## src/msc_pkg.sv

```systemverilog
// Purpose: shared constants and types of the muting sequencer
// Assumes: 20 MHz system clock, all timing kept in 1 ms ticks
// Notes: selectable limits are plain defaults, not fixed figures
package msc_pkg;
  localparam int CLK_PERIOD_NS = 50;
  localparam int TICK_PERIOD_NS = 1000000;
  localparam int TICK_CYCLES = TICK_PERIOD_NS / CLK_PERIOD_NS;

  localparam int MS_W = 27;
  localparam int EL_W = 13;
  localparam int SENS_N = 4;
  localparam int MODE_W = 2;
  localparam int TSEL_W = 2;
  localparam int SYNC_W = 15;

  // times in ms, each one tick of the divider
  localparam logic [EL_W-1:0] CROSS_WIN_MS = 13'd2000;
  localparam logic [EL_W-1:0] MUTE_LAT_MS = 13'd100;
  localparam logic [EL_W-1:0] PAR_MIN_MS = 13'd300;
  localparam logic [EL_W-1:0] PAR_MAX_MS = 13'd5000;
  localparam logic [EL_W-1:0] CROSS_GRACE_MS = 13'd2000;
  localparam logic [EL_W-1:0] PAR_GRACE_MS = 13'd5000;
  localparam logic [MS_W-1:0] LIMIT_24H_MS = 27'd86400000;
  localparam logic [MS_W-1:0] SEL_LIMIT0_MS = 27'd60000;
  localparam logic [MS_W-1:0] SEL_LIMIT1_MS = 27'd600000;
  localparam logic [MS_W-1:0] SEL_LIMIT2_MS = 27'd3600000;
  localparam logic [MS_W-1:0] SEL_LIMIT3_MS = 27'd28800000;

  localparam logic [SENS_N-1:0] USED2_MASK = 4'h3;
  localparam logic [SENS_N-1:0] USED4_MASK = 4'hF;
  localparam logic [SYNC_W-1:0] SYNC_RST = 15'h0000;

  typedef enum logic [1:0] {
    MODE_CROSSED = 2'h0,
    MODE_PAR2 = 2'h1,
    MODE_PAR4 = 2'h2,
    MODE_BAD = 2'h3
  } msc_mode_t;

  // gray along idle, arming, muted, grace, clear wait
  typedef enum logic [2:0] {
    ST_IDLE = 3'h0,
    ST_ARMING = 3'h1,
    ST_MUTED = 3'h3,
    ST_GRACE = 3'h2,
    ST_CLEARWAIT = 3'h6,
    ST_TRIP = 3'h7,
    ST_BLOCKED = 3'h5
  } msc_state_t;
endpackage : msc_pkg

```

## src/msc_sequencer.sv

```systemverilog
// Purpose: muting sequencer of a light curtain receiver
// Assumes: sensor and beam inputs are asynchronous active-high pins
// Notes: one clock; slow timing runs on a 1 ms enable pulse
`timescale 1ns/1ns
// How it works
// external sensor drives high when active
// optical sensor high while beam blocked
// end muting after 24 hours
// selectable variant uses time-select limit
// crossed: both sensors within 2 s
// beams suppressed within 100 ms
// crossed: any release ends muting
// crossed: protection back in 2 s
// override restores after trip
// two parallel: sensor 1 then 2
// two parallel gap 0.3 to 5 s
// two parallel: release 1 then 2
// two parallel: 5 s grace, then check
// four parallel: order 1234 or 4321
// four parallel first gap 0.3-5 s
// four parallel: release in order
// no new muting before previous ends
// same sensors start and end muting
// sensor fault blocks, outputs off
// external, internal or combined sensors
// permit input must be high
// bad order or timing: no muting
module msc_sequencer #(
  parameter int TICK_CYC = msc_pkg::TICK_CYCLES
) (
  input wire logic clk_in,
  input wire logic sys_rst_in,
  input wire logic mute_sensor_a_in,
  input wire logic mute_sensor_b_in,
  input wire logic [msc_pkg::SENS_N-1:0] arm_sensor_in,
  input wire logic mute_permit_in,
  input wire logic beam_blocked_in,
  input wire logic sensor_fault_in,
  input wire logic override_in,
  input wire logic [msc_pkg::MODE_W-1:0] config_mode_in,
  input wire logic selectable_time_in,
  input wire logic [msc_pkg::TSEL_W-1:0] time_select_in,
  output logic [1:0] safety_output_out,
  output logic muting_out,
  output logic fault_out
);
  import msc_pkg::*;

  logic [SYNC_W-1:0] sync1;
  logic [SYNC_W-1:0] sync2;
  logic [31:0] tick_cnt;
  logic tick;
  msc_state_t state;
  msc_state_t next_state;
  logic [2:0] pos;
  logic [2:0] next_pos;
  logic dir;
  logic next_dir;
  logic restart;
  logic [EL_W-1:0] elapsed;
  logic [MS_W-1:0] mute_ms;
  logic [MS_W-1:0] limit_ms;
  logic [SENS_N-1:0] act;
  logic [SENS_N-1:0] used;
  logic [SENS_N-1:0] rel;
  logic [2:0] seq_n;
  logic four;
  logic crossed;
  logic permit;
  logic beam;
  logic fault;
  logic ovr;
  logic sel_var;
  msc_mode_t mode;
  logic [TSEL_W-1:0] tsel;
  logic [EL_W-1:0] grace_ms;
  logic next_on;

  // prefix of the sequence, forward or reverse
  function automatic logic [SENS_N-1:0] seq_mask(input logic [2:0] p,
      input logic rev, input logic f4);
    logic [SENS_N-1:0] m;
    m = 4'h0;
    for (int i = 0; i < SENS_N; i++) begin
      if (i < int'(p)) begin
        if (!rev) begin
          m[i] = 1'b1;
        end else if (f4) begin
          m[3-i] = 1'b1;
        end else if (i < 2) begin
          m[1-i] = 1'b1;
        end
      end
    end
    return m;
  endfunction : seq_mask

  // two-flop synchroniser for all pins
  always_ff @(posedge clk_in or posedge sys_rst_in) begin
    if (sys_rst_in) begin
      sync1 <= SYNC_RST;
      sync2 <= SYNC_RST;
    end else begin
      sync1 <= {selectable_time_in, config_mode_in, time_select_in,
                override_in, sensor_fault_in, beam_blocked_in,
                mute_permit_in, arm_sensor_in, mute_sensor_b_in,
                mute_sensor_a_in};
      sync2 <= sync1;
    end
  end

  assign sel_var = sync2[14];
  assign mode = msc_mode_t'(sync2[13:12]);
  assign tsel = sync2[11:10];
  assign ovr = sync2[9];
  assign fault = sync2[8];
  assign beam = sync2[7];
  assign permit = sync2[6];
  assign four = (mode == MODE_PAR4);
  assign crossed = (mode == MODE_CROSSED);
  assign used = four ? USED4_MASK : USED2_MASK;
  assign seq_n = four ? 3'd4 : 3'd2;
  // high level counts as asserted
  // external ored onto arm sensors
  assign act = {sync2[5], sync2[4], sync2[3] | sync2[1],
                sync2[2] | sync2[0]} & used;
  assign rel = ~act & used;
  assign grace_ms = crossed ? CROSS_GRACE_MS : PAR_GRACE_MS;

  // muting duration limit
  always_comb begin
    limit_ms = LIMIT_24H_MS;
    if (sel_var) begin
      case (tsel)
        2'h0: limit_ms = SEL_LIMIT0_MS;
        2'h1: limit_ms = SEL_LIMIT1_MS;
        2'h2: limit_ms = SEL_LIMIT2_MS;
        default: limit_ms = SEL_LIMIT3_MS;
      endcase
    end
  end

  // 1 ms enable
  always_ff @(posedge clk_in or posedge sys_rst_in) begin
    if (sys_rst_in) begin
      tick_cnt <= 32'h0;
      tick <= 1'b0;
    end else if (tick_cnt >= 32'(TICK_CYC - 1)) begin
      tick_cnt <= 32'h0;
      tick <= 1'b1;
    end else begin
      tick_cnt <= tick_cnt + 32'h1;
      tick <= 1'b0;
    end
  end

  always_comb begin
    next_state = state;
    next_pos = pos;
    next_dir = dir;
    restart = 1'b0;
    case (state)
      ST_IDLE: begin
        // bad first sensor waits for clear
        if (act != 4'h0) begin
          restart = 1'b1;
          next_pos = 3'd1;
          if (!permit) begin
            next_state = ST_CLEARWAIT;
          end else if (crossed && act == USED2_MASK) begin
            next_state = ST_MUTED;
            next_pos = 3'd0;
          end else if (act == seq_mask(3'd1, 1'b0, four)) begin
            next_state = ST_ARMING;
            next_dir = 1'b0;
          end else if (mode != MODE_PAR2 &&
                       act == seq_mask(3'd1, 1'b1, four)) begin
            // reverse start refused on two parallel
            next_state = ST_ARMING;
            next_dir = 1'b1;
          end else begin
            next_state = ST_CLEARWAIT;
          end
        end
      end
      ST_ARMING: begin
        // order and window
        if (!permit) begin
          next_state = ST_CLEARWAIT;
        end else if (pos == 3'd1 && crossed && elapsed > CROSS_WIN_MS) begin
          next_state = ST_CLEARWAIT;
        end else if (pos == 3'd1 && !crossed && elapsed > PAR_MAX_MS) begin
          next_state = ST_CLEARWAIT;
        end else if (act == seq_mask(pos + 3'd1, dir, four)) begin
          if (pos == 3'd1 && !crossed && elapsed < PAR_MIN_MS) begin
            next_state = ST_CLEARWAIT;
          end else if (pos + 3'd1 == seq_n) begin
            next_state = ST_MUTED;
            next_pos = 3'd0;
          end else begin
            next_pos = pos + 3'd1;
          end
        end else if (act != seq_mask(pos, dir, four)) begin
          next_state = ST_CLEARWAIT;
        end
      end
      ST_MUTED: begin
        // the starting sensors end it; permit loss or the limit also end it
        if (!permit || mute_ms >= limit_ms) begin
          // duration limit ends muting
          next_state = ST_CLEARWAIT;
        end else if (crossed) begin
          // first release ends muting
          if (rel != 4'h0) begin
            next_state = ST_GRACE;
            restart = 1'b1;
          end
        end else if (rel != 4'h0) begin
          // ordered release
          if (pos == 3'd0 && rel == seq_mask(3'd1, 1'b0, four)) begin
            next_pos = 3'd1;
            next_dir = 1'b0;
          end else if (pos == 3'd0 && four &&
                       rel == seq_mask(3'd1, 1'b1, four)) begin
            next_pos = 3'd1;
            next_dir = 1'b1;
          end else if (pos != 3'd0 &&
                       rel == seq_mask(pos + 3'd1, dir, four)) begin
            next_pos = pos + 3'd1;
            if (pos + 3'd1 == seq_n) begin
              next_state = four ? ST_CLEARWAIT : ST_GRACE;
              restart = 1'b1;
            end
          end else if (pos == 3'd0 || rel != seq_mask(pos, dir, four)) begin
            next_state = ST_CLEARWAIT;
          end
        end
      end
      ST_GRACE: begin
        // check beams when grace runs out
        if (elapsed >= grace_ms) begin
          next_state = beam ? ST_TRIP : ST_CLEARWAIT;
        end
      end
      ST_CLEARWAIT: begin
        // all sensors clear before next start
        if (act == 4'h0) begin
          next_state = ST_IDLE;
        end
      end
      ST_TRIP: begin
        // override held until zone clear
        if (ovr && !beam) begin
          next_state = ST_CLEARWAIT;
        end
      end
      default: next_state = ST_BLOCKED;
    endcase
    // fault or bad mode blocks
    if (fault || mode == MODE_BAD) begin
      next_state = ST_BLOCKED;
    end
  end

  always_ff @(posedge clk_in or posedge sys_rst_in) begin
    if (sys_rst_in) begin
      state <= ST_IDLE;
      pos <= 3'd0;
      dir <= 1'b0;
    end else begin
      state <= next_state;
      pos <= next_pos;
      dir <= next_dir;
    end
  end

  // step timer in ms
  always_ff @(posedge clk_in or posedge sys_rst_in) begin
    if (sys_rst_in) begin
      elapsed <= '0;
    end else if (restart) begin
      elapsed <= '0;
    end else if (tick && elapsed != '1) begin
      elapsed <= elapsed + 13'd1;
    end
  end

  // muting duration in ms
  always_ff @(posedge clk_in or posedge sys_rst_in) begin
    if (sys_rst_in) begin
      mute_ms <= '0;
    end else if (state != ST_MUTED) begin
      mute_ms <= '0;
    end else if (tick) begin
      mute_ms <= mute_ms + 27'd1;
    end
  end

  // suppression starts on entry, well inside latency
  always_comb begin
    case (next_state)
      ST_MUTED, ST_GRACE: next_on = 1'b1;
      ST_TRIP: next_on = ovr;
      ST_BLOCKED: next_on = 1'b0;
      default: next_on = !beam;
    endcase
  end

  always_ff @(posedge clk_in or posedge sys_rst_in) begin
    if (sys_rst_in) begin
      safety_output_out <= 2'h0;
      muting_out <= 1'b0;
      fault_out <= 1'b0;
    end else begin
      safety_output_out <= {next_on, next_on};
      muting_out <= (next_state == ST_MUTED);
      fault_out <= (next_state == ST_BLOCKED);
    end
  end

  blocked_off_a: assert property (
    @(posedge clk_in) disable iff (sys_rst_in)
    state == ST_BLOCKED |-> safety_output_out == 2'h0 && fault_out)
    else $error("outputs on while blocked");
  fault_block_a: assert property (
    @(posedge clk_in) disable iff (sys_rst_in)
    fault |=> state == ST_BLOCKED)
    else $error("fault did not block");
  permit_gate_a: assert property (
    @(posedge clk_in) disable iff (sys_rst_in)
    !permit && state != ST_MUTED |=> !muting_out)
    else $error("muting without permit");
  mute_entry_a: assert property (
    @(posedge clk_in) disable iff (sys_rst_in)
    $rose(muting_out) |-> $past(act) == $past(used))
    else $error("muting without all sensors");
  cross_window_a: assert property (
    @(posedge clk_in) disable iff (sys_rst_in)
    state == ST_ARMING && crossed && elapsed > CROSS_WIN_MS
    |=> !muting_out)
    else $error("crossed window exceeded");
  par_min_a: assert property (
    @(posedge clk_in) disable iff (sys_rst_in)
    state == ST_ARMING && !crossed && pos == 3'd1 && elapsed < PAR_MIN_MS
    |=> !muting_out && pos != 3'd2)
    else $error("parallel gap too short");
  par2_order_a: assert property (
    @(posedge clk_in) disable iff (sys_rst_in)
    state == ST_IDLE && mode == MODE_PAR2 && act == 4'h2
    |=> state == ST_CLEARWAIT)
    else $error("reverse start accepted");
  cross_end_a: assert property (
    @(posedge clk_in) disable iff (sys_rst_in)
    state == ST_MUTED && crossed && rel != 4'h0 && !fault && permit &&
    mute_ms < limit_ms |=> state == ST_GRACE ##0 !muting_out)
    else $error("crossed release kept muting");
  grace_trip_a: assert property (
    @(posedge clk_in) disable iff (sys_rst_in)
    state == ST_GRACE && elapsed >= grace_ms && beam && !fault
    |=> state == ST_TRIP && safety_output_out == {2{$past(ovr)}})
    else $error("no trip after grace");
  grace_on_a: assert property (
    @(posedge clk_in) disable iff (sys_rst_in)
    state == ST_GRACE |-> safety_output_out == 2'h3)
    else $error("beams evaluated in grace");
  limit_end_a: assert property (
    @(posedge clk_in) disable iff (sys_rst_in)
    state == ST_MUTED && mute_ms >= limit_ms |=> !muting_out)
    else $error("muting past limit");

  cross_mute_c: cover property (
    @(posedge clk_in) disable iff (sys_rst_in)
    crossed && $rose(muting_out));
  par4_mute_c: cover property (
    @(posedge clk_in) disable iff (sys_rst_in)
    four && $rose(muting_out));
  par2_grace_c: cover property (
    @(posedge clk_in) disable iff (sys_rst_in)
    mode == MODE_PAR2 && state == ST_MUTED ##1 state == ST_GRACE);
  trip_c: cover property (
    @(posedge clk_in) disable iff (sys_rst_in)
    state == ST_TRIP ##1 state == ST_CLEARWAIT);
endmodule : msc_sequencer

```

## config.mk

```make
export PLATFORM = sky130hd
export DESIGN_NAME = msc_sequencer
export DESIGN_NICKNAME = d
export VERILOG_FILES = /design/src/msc_pkg.sv /design/src/msc_sequencer.sv
export SDC_FILE = /design/constraint.sdc
export NUM_CORES = 1
export LEC_CHECK = 0
export BUFFER_PORTS_ARGS = -buffer_cell sky130_fd_sc_hd__clkbuf_2
export CORE_MARGIN = 1
export CORE_UTILIZATION = 33
export CTS_CLUSTER_DIAMETER = 200
export DETAILED_ROUTE_END_ITERATION = 16
export SYNTH_ARGS = -nofsm -noshare
export SYNTH_HDL_FRONTEND = slang
export SYNTH_SLANG_ARGS = --single-unit
```

## constraint.sdc

```tcl
create_clock -name clk_in -period 5.6 [get_ports clk_in]
set_clock_uncertainty 0.2 [all_clocks]
set_input_delay 0.84 -clock clk_in [delete_from_list [all_inputs] [get_ports clk_in]]
set_output_delay 0.84 -clock clk_in [all_outputs]
set_load 0.01 [all_outputs]
```

==> results.cfg, run 1 <==
[cells_and_area]
n_antenna_cell = 0
syn_to_final_growth_pct = 15.11
drive_above_1_share = 0.1092
final_util = 0.3913
fin_nets = 728

[route]
drtIter0Drc = 346
drt_wl_total_um = 12830
vias = 4653
drt-pass1-iter-count = 13
ant_nets = 0
drc = 1
post_drt_wl_per_cell_um = 14.01
via_per_inst = 5.080

[synthesis]
syn_inst = 642
synth_warnings = 0
yosysSeqAreaShare = 0.4583
synth_top_family_by_area = simple AND/OR/NAND/NOR gates
syn_area_um2 = 6170
synth_area_leaders = dfrtp_1 (46%), ha_1 (7.5%), nor2_1 (5.2%), xor2_1 (4.5%), nand2_1 (2.6%)
ys_ff_latch = 113
synth_top_area_cell = dfrtp_1
avgSynthCellArea_um2 = 9.610
synth-xor-area-share = 0.07483
muxShareOfSynthArea = 0.005070
synth_cell_types = 75
synthAdderAreaFrac = 0.07504
synthArstFlopShare = 1.000
synth_ff_type = dfrtp_1
synth-simple-area-share = 0.2062
synth-edff-count = 0
synthDominantCellAreaShare = 0.4583
synth_compound_area_frac = 0.1422

[timing]
fin_ws_ns = 1.859
max_slew_margin = 0.4377
setup_viol = 0
max_freq_ghz = 0.2673
rsz0062_at_grt = no
fin_crit_sh = 0.6681
timing.hold.ws_ns = 0.1471
finalCriticalPeriod_ns = 3.741
finalHoldViolations = 0
setup_tns_ns = 0
tightestPinTransition_ns = 0.8435
maxSlewViolCount = 0

[global_route]
grt_pass1_wl_um = 22560
grt_overflow = 0
grt_usage = 0.1463
grt_max_degree = 71
antenna_found_initial = 0
grt_pass1_vias = 4568

[pwr]
intPower_uw = 1581
power_leakage_uw = 0.003064
pwr-share-seq = 0.415
p_sw_uw = 626.0
pwr_density_cell_nw_per_um2 = 310.8
post-layout-total-power_uw = 2207
p_comb_frac = 0.099
switching_share = 0.2836
pwr-share-clk = 0.486
vdd_drop_max_uv = 179.6

[placement]
dpl.hpwl_um = 8875
port_buffers = 20
place_worst_setup_slack_ns = 1.899
place.gp.congestion = 0.8794

[status]
violations = DRC
status = finished with violations

[cts]
cts_max_level = 4
clock_latency_ns = 0.43
clock_path_buffers = 2
postCtsSetupBuffers = 0
numCtsBuffers = 17
cts.repair.resized = 0
cts_tree = yes
path_clk_slew_ns = 0.06
numClockSinks = 113
root_buffer = clkbuf_16
cts_hold_buf = 0

[critical_path]
crit_path_start = sync2[10]
cp.required_ns = 5.70
worstPathArrival_ns = 3.84
worst_setup_path_end_kind = flip-flop
crit_fanout = 5
start_kind = flip-flop
reg2reg_from = sync2[10]
r2r_slack_ns = 1.86
path_class = reg -> reg

[hold_path]
hp-start = sync1[14]
hold_class = reg -> reg

[floorplan]
die-area_um2 = 19250
rows = 49
pin_count = 21
core_area_um2 = 18150
die_w_um = 138.7
die_h_um = 138.7
initial_core_util = 0.3400

[job]
cap_violations = 0
final timing paths:
path                            cells after the start         to
min in group asynchronous                           2   sync1[7]
worst min register to register                      0  sync2[14]
worst min-delay path                                0  sync2[14]
max in group asynchronous                           3  sync1[13]
worst max register to register                     12     pos[0]
worst max-delay path                               12     pos[0]
routing by layer:
metal / GRT usage / up-vias / wire, µm
met5: 0 / - / 0
met4: 0.06257 / 0 / 260
met3: 0.03384 / 20 / 395
met2: 0.2252 / 84 / 5831
met1: 0.1973 / 2224 / 6346
li1: - / 2325 / -
Yosys cell counts (4+ instances only):
| cell | instances |
|---|---|
| o21ai_0 | 24 |
| nor3_1 | 10 |
| o31ai_1 | 4 |
| a21o_1 | 6 |
| nor3b_1 | 4 |
| inv_1 | 29 |
| nor2_1 | 86 |
| o211ai_1 | 7 |
| nor2b_1 | 7 |
| or2_2 | 5 |
| xor2_1 | 32 |
| clkbuf_1 | 13 |
| nand3_1 | 25 |
| nand4_1 | 16 |
| or3_1 | 7 |
| and2_1 | 4 |
| xnor2_1 | 17 |
| buf_2 | 6 |
| dfrtp_1 | 113 |
| ha_1 | 37 |
| nand2b_1 | 11 |
| nand2_1 | 43 |
| and3_1 | 12 |
| a211o_1 | 6 |
| a31oi_1 | 9 |
| a21oi_1 | 29 |
| nor4_1 | 7 |
cell usage in the layout, fill, tap and decap left out, types with 6 or more instances in the layout:
master       n
dfrtp_1    113
nor2_1      86
nand2_1     43
ha_1        37
xor2_1      32
a21oi_1     29
inv_1       28
nand3_1     25
o21ai_0     24
clkbuf_2    20
xnor2_1     17
clkbuf_16   17
conb_1      17
nand4_1     16
and3_1      12
nand2b_1    11
nor3_1      10
a31oi_1      9
or3_1        7
nor4_1       7
nor2b_1      7
o211ai_1     7
a21o_1       6
a211o_1      6
inv_6        6
power by group through the flow:
stage	logic, µW	registers [µW]	clock network [µW]
2_1_floorplan	187	903	0
3_3_place_gp	216	929	0
3_5_place_dp	219	929	0
4_1_cts	220	915	1100
5_1_grt	252	924	1140
6_report	218	916	1070
sequential cells by signal, indices dropped and copies added, names as in the netlist:
register / count
state: 3
pos: 3
sync2: 15
tick: 1
safety_output_out: 1
dir: 1
muting_out: 1
fault_out: 1
elapsed: 13
sync1: 15
tick_cnt: 32
mute_ms: 27
layout make-up:
cell class              count  area (µm²)
inverters                  30       115.1
well taps                 229       286.5
flip-flops and latches    113        2828
fillers                  1798       11050
repair buffers             22       115.1
clock buffers              17       425.4
multi-input cells         490        3169
clock inverters            15       162.7
worst max-delay path, cell delays in order (launching register included):
cell and delay [ns]:
dfrtp_1 0.42, ha_1 0.26, nand2b_1 0.19, nor2_1 0.25, ha_1 0.32, a21oi_1 0.15, o21a_1 0.15, a2bb2oi_1 0.18
a31oi_1 0.16, o41ai_1 0.41, nand2b_1 0.18, nor4_4 0.40, mux2_1 0.36
logic make-up after synthesis:
kind of cell | after synthesis
AND/OR/NAND/NOR | 253
AO/OA/AOI/OAI | 129
flip-flops | 113
buffers and inverters | 55
XOR/XNOR | 51
adder cells (fa/ha/maj) | 37
multiplexers | 3
other | 1
per-stage QoR:
stage          area [µm²]  instances
3_5_place_dp         6514        884
3_3_place_gp         6514        884
2_1_floorplan        6230        658
4_1_cts              7102        916
5_1_grt              7102        916
6_report             7102        916
No activity file was read; power rests on OpenSTA's default activity.
==> run 2, diff against run 1 <==
--- a/config.mk
+++ b/config.mk
@@ -5,6 +5,7 @@
 export SDC_FILE = /design/constraint.sdc
 export NUM_CORES = 1
 export LEC_CHECK = 0
+export ABC_AREA = 1
 export BUFFER_PORTS_ARGS = -buffer_cell sky130_fd_sc_hd__clkbuf_2
 export CORE_MARGIN = 1
 export CORE_UTILIZATION = 33
==> constraint.sdc (replaced) <==
create_clock -name clk_in -period 3.3 [get_ports clk_in]
set_clock_uncertainty 0.2 [all_clocks]
set_input_delay 0.495 -clock clk_in [delete_from_list [all_inputs] [get_ports clk_in]]
set_output_delay 0.495 -clock clk_in [all_outputs]
set_load 0.01 [all_outputs]
==> results.cfg, run 2 <==
[cts]
cts_tree = yes
path_clk_slew_ns = 0.07
root_buffer = clkbuf_16
clock_path_buffers = 2
numCtsBuffers = 17
clock_latency_ns = 0.42
cts_max_level = 4
numClockSinks = 113

[floorplan]
die-area_um2 = 20300
rows = 51
die_h_um = 142.5
core_area_um2 = 19400
initial_core_util = 0.3358
die_w_um = 142.5
pin_count = 21

[global_route]
top_usage_layer = met2
grt_pass1_vias = 5303
met2_usage = 0.2544
grt_pass1_wl_um = 24740
grt_max_degree = 94
grt_usage = 0.1533
antenna_found_initial = 0
globalRouteMet3Util = 0.03499
grt_overflow = 0
met1_usage = 0.1998

[cells_and_area]
top_register = tick_cnt
multiInputGateArea_um2 = 3308
layout_commonest_cell = nand2_1
stdcell_area_um2 = 7853
syn_to_final_growth_pct = 20.55
regArea_um2 = 2828
instances_no_fill = 1170
largest_reg_flops = 32
final_cell_mix = nand2_1 (178), dfrtp_1 (113), inv_1 (92)
nFillCells = 1976
n_antenna_cell = 0
drive_above_1_share = 0.1370
top_regs = tick_cnt x32, mute_ms x27
fin_nets = 946

[hold_path]
min_to = sync2[5]
hold_class = reg -> reg
hp-start = sync1[5]
hold_depth = 0

[placement]
place.gp.congestion = 0.8572
place_worst_setup_slack_ns = 0.05738
dpl_cell_area_um2 = 7014
port_buffers = 20
dp.cells = 1122
dpl.hpwl_um = 10410

[job]
cap_violations = 0

[synthesis]
synth_warnings = 0
synth-edff-count = 0
synthArstFlopShare = 1.000
synth_most_common_cell = nand2_1
yosysSeqAreaShare = 0.4341
syn_inst = 824
synth_ff_type = dfrtp_1
synth_top_area_cell = dfrtp_1
syn_area_um2 = 6514
synthDominantCellAreaShare = 0.4341
synth_cell_types = 47
synth_area_leaders = dfrtp_1 (43%), nand2_1 (10%), ha_1 (7.1%), nand3_1 (5.4%), inv_1 (5.4%)
avgSynthCellArea_um2 = 7.905
ys_ff_latch = 113
synth_common_cells = nand2_1 (178), dfrtp_1 (113), inv_1 (93), nor2_1 (90), nand3_1 (70)

[route]
vias = 5497
drtIter0Drc = 329
via_per_inst = 4.698
drt_wl_total_um = 14170
drt-pass1-iter-count = 7
ant_nets = 0
drc = 0
post_drt_wl_per_cell_um = 12.11

[pwr]
pwr_density_cell_nw_per_um2 = 553.2
power_leakage_uw = 0.003675
vdd_drop_max_uv = 355.7

[status]
status = complete, no violations

[timing]
fin_ws_ns = 0.2474
fin_crit_sh = 0.9250
max_slew_margin = 0.5853
max_freq_ghz = 0.3276
maxSlewViolCount = 0
finalHoldViolations = 0
finalCriticalPeriod_ns = 3.053
tightestPinTransition_ns = 0.6214
setup_viol = 0

[critical_path]
r2r_end = pos[2]
reg2reg_from = sync2[10]
crit_fanout = 6
cp.required_ns = 3.41
r2r_cells = 17
worst_setup_path_end_kind = flip-flop
r2r_slack_ns = 0.25
start_kind = flip-flop
path_class = reg -> reg
worstPathArrival_ns = 3.16
run 2: where the power goes:
part           switching, µW  internal (µW)
logic                    489            279
registers               73.7           1460
clock network            690           1350
total                   1250           3090
run 2: metrics by stage:
step | total power [µW] | setup TNS (ns) | hold slack, ns | utilization
after floorplan | 2139 | 0 | 0.1312 | -
after global placement | 2299 | 0 | 0.1337 | 0.3616
after detailed placement | 2311 | 0 | 0.1347 | 0.3616
after CTS | 4391 | 0 | 0.1470 | 0.4040
after global routing | 4565 | -0.03388 | 0.1530 | 0.4048
final | 4344 | 0 | 0.1453 | 0.4048
run 2: logic make-up after synthesis:
family / synth area share
multiplexers: 0.001537
flip-flops: 0.4341
adder cells (fa/ha/maj): 0.07107
buffers and inverters: 0.07088
XOR/XNOR: 0.01345
AND/OR/NAND/NOR: 0.3194
other: 0.0005757
AO/OA/AOI/OAI: 0.08894
run 2: area by class of cell:
class | instances | share of cell area
sequential | 113 | 0.3601
timing repair buffer | 42 | 0.04047
clock inverter | 15 | 0.02916
tap | 265 | 0.04222
inverter | 109 | 0.05258
clock buffer | 17 | 0.05417
multi-input combinational | 609 | 0.4213
run 2: how the worst max path moves through the flow:
stage / from / endpoint / cells after the start
3_5_place_dp: sync2[10] / elapsed[4] / 15
4_1_cts: sync2[10] / pos[0] / 17
2_1_floorplan: sync2[10] / pos[0] / 17
5_1_grt: sync2[10] / pos[2] / 17
3_3_place_gp: sync2[10] / elapsed[4] / 15
6_report: sync2[10] / pos[2] / 17
run 2: what timing repair did:
item | in CTS | in global routing
resized for setup | 1 | 4
endpoints found under the setup margin | 2 | 18
endpoints found under the hold margin | 35 | 0
setup buffers | 0 | 0
hold buffers | 16 | 0
pin swaps | 0 | 3
run 2: critical path, stage by stage, from the launching register on:
cell and delay, ns:
dfrtp_1 0.42, ha_1 0.26, nor2_1 0.15, inv_1 0.11, nor2_4 0.12, ha_1 0.25
nand2_1 0.07, inv_1 0.06, nand2_1 0.05, nand3_1 0.08, a221oi_2 0.25, nand4_1 0.17
nor2_2 0.21, nand2_1 0.07, nand2_1 0.08, nand4_1 0.21, nand2_1 0.13, o21ai_1 0.06
run 2: layer usage:
layer	up-vias	routed length, µm	share of wire
li1	2846	-	-
met1	2577	6906	0.49
met2	66	6713	0.47
met3	8	414	0.029
met4	0	139	0.0098
met5	-	0	0
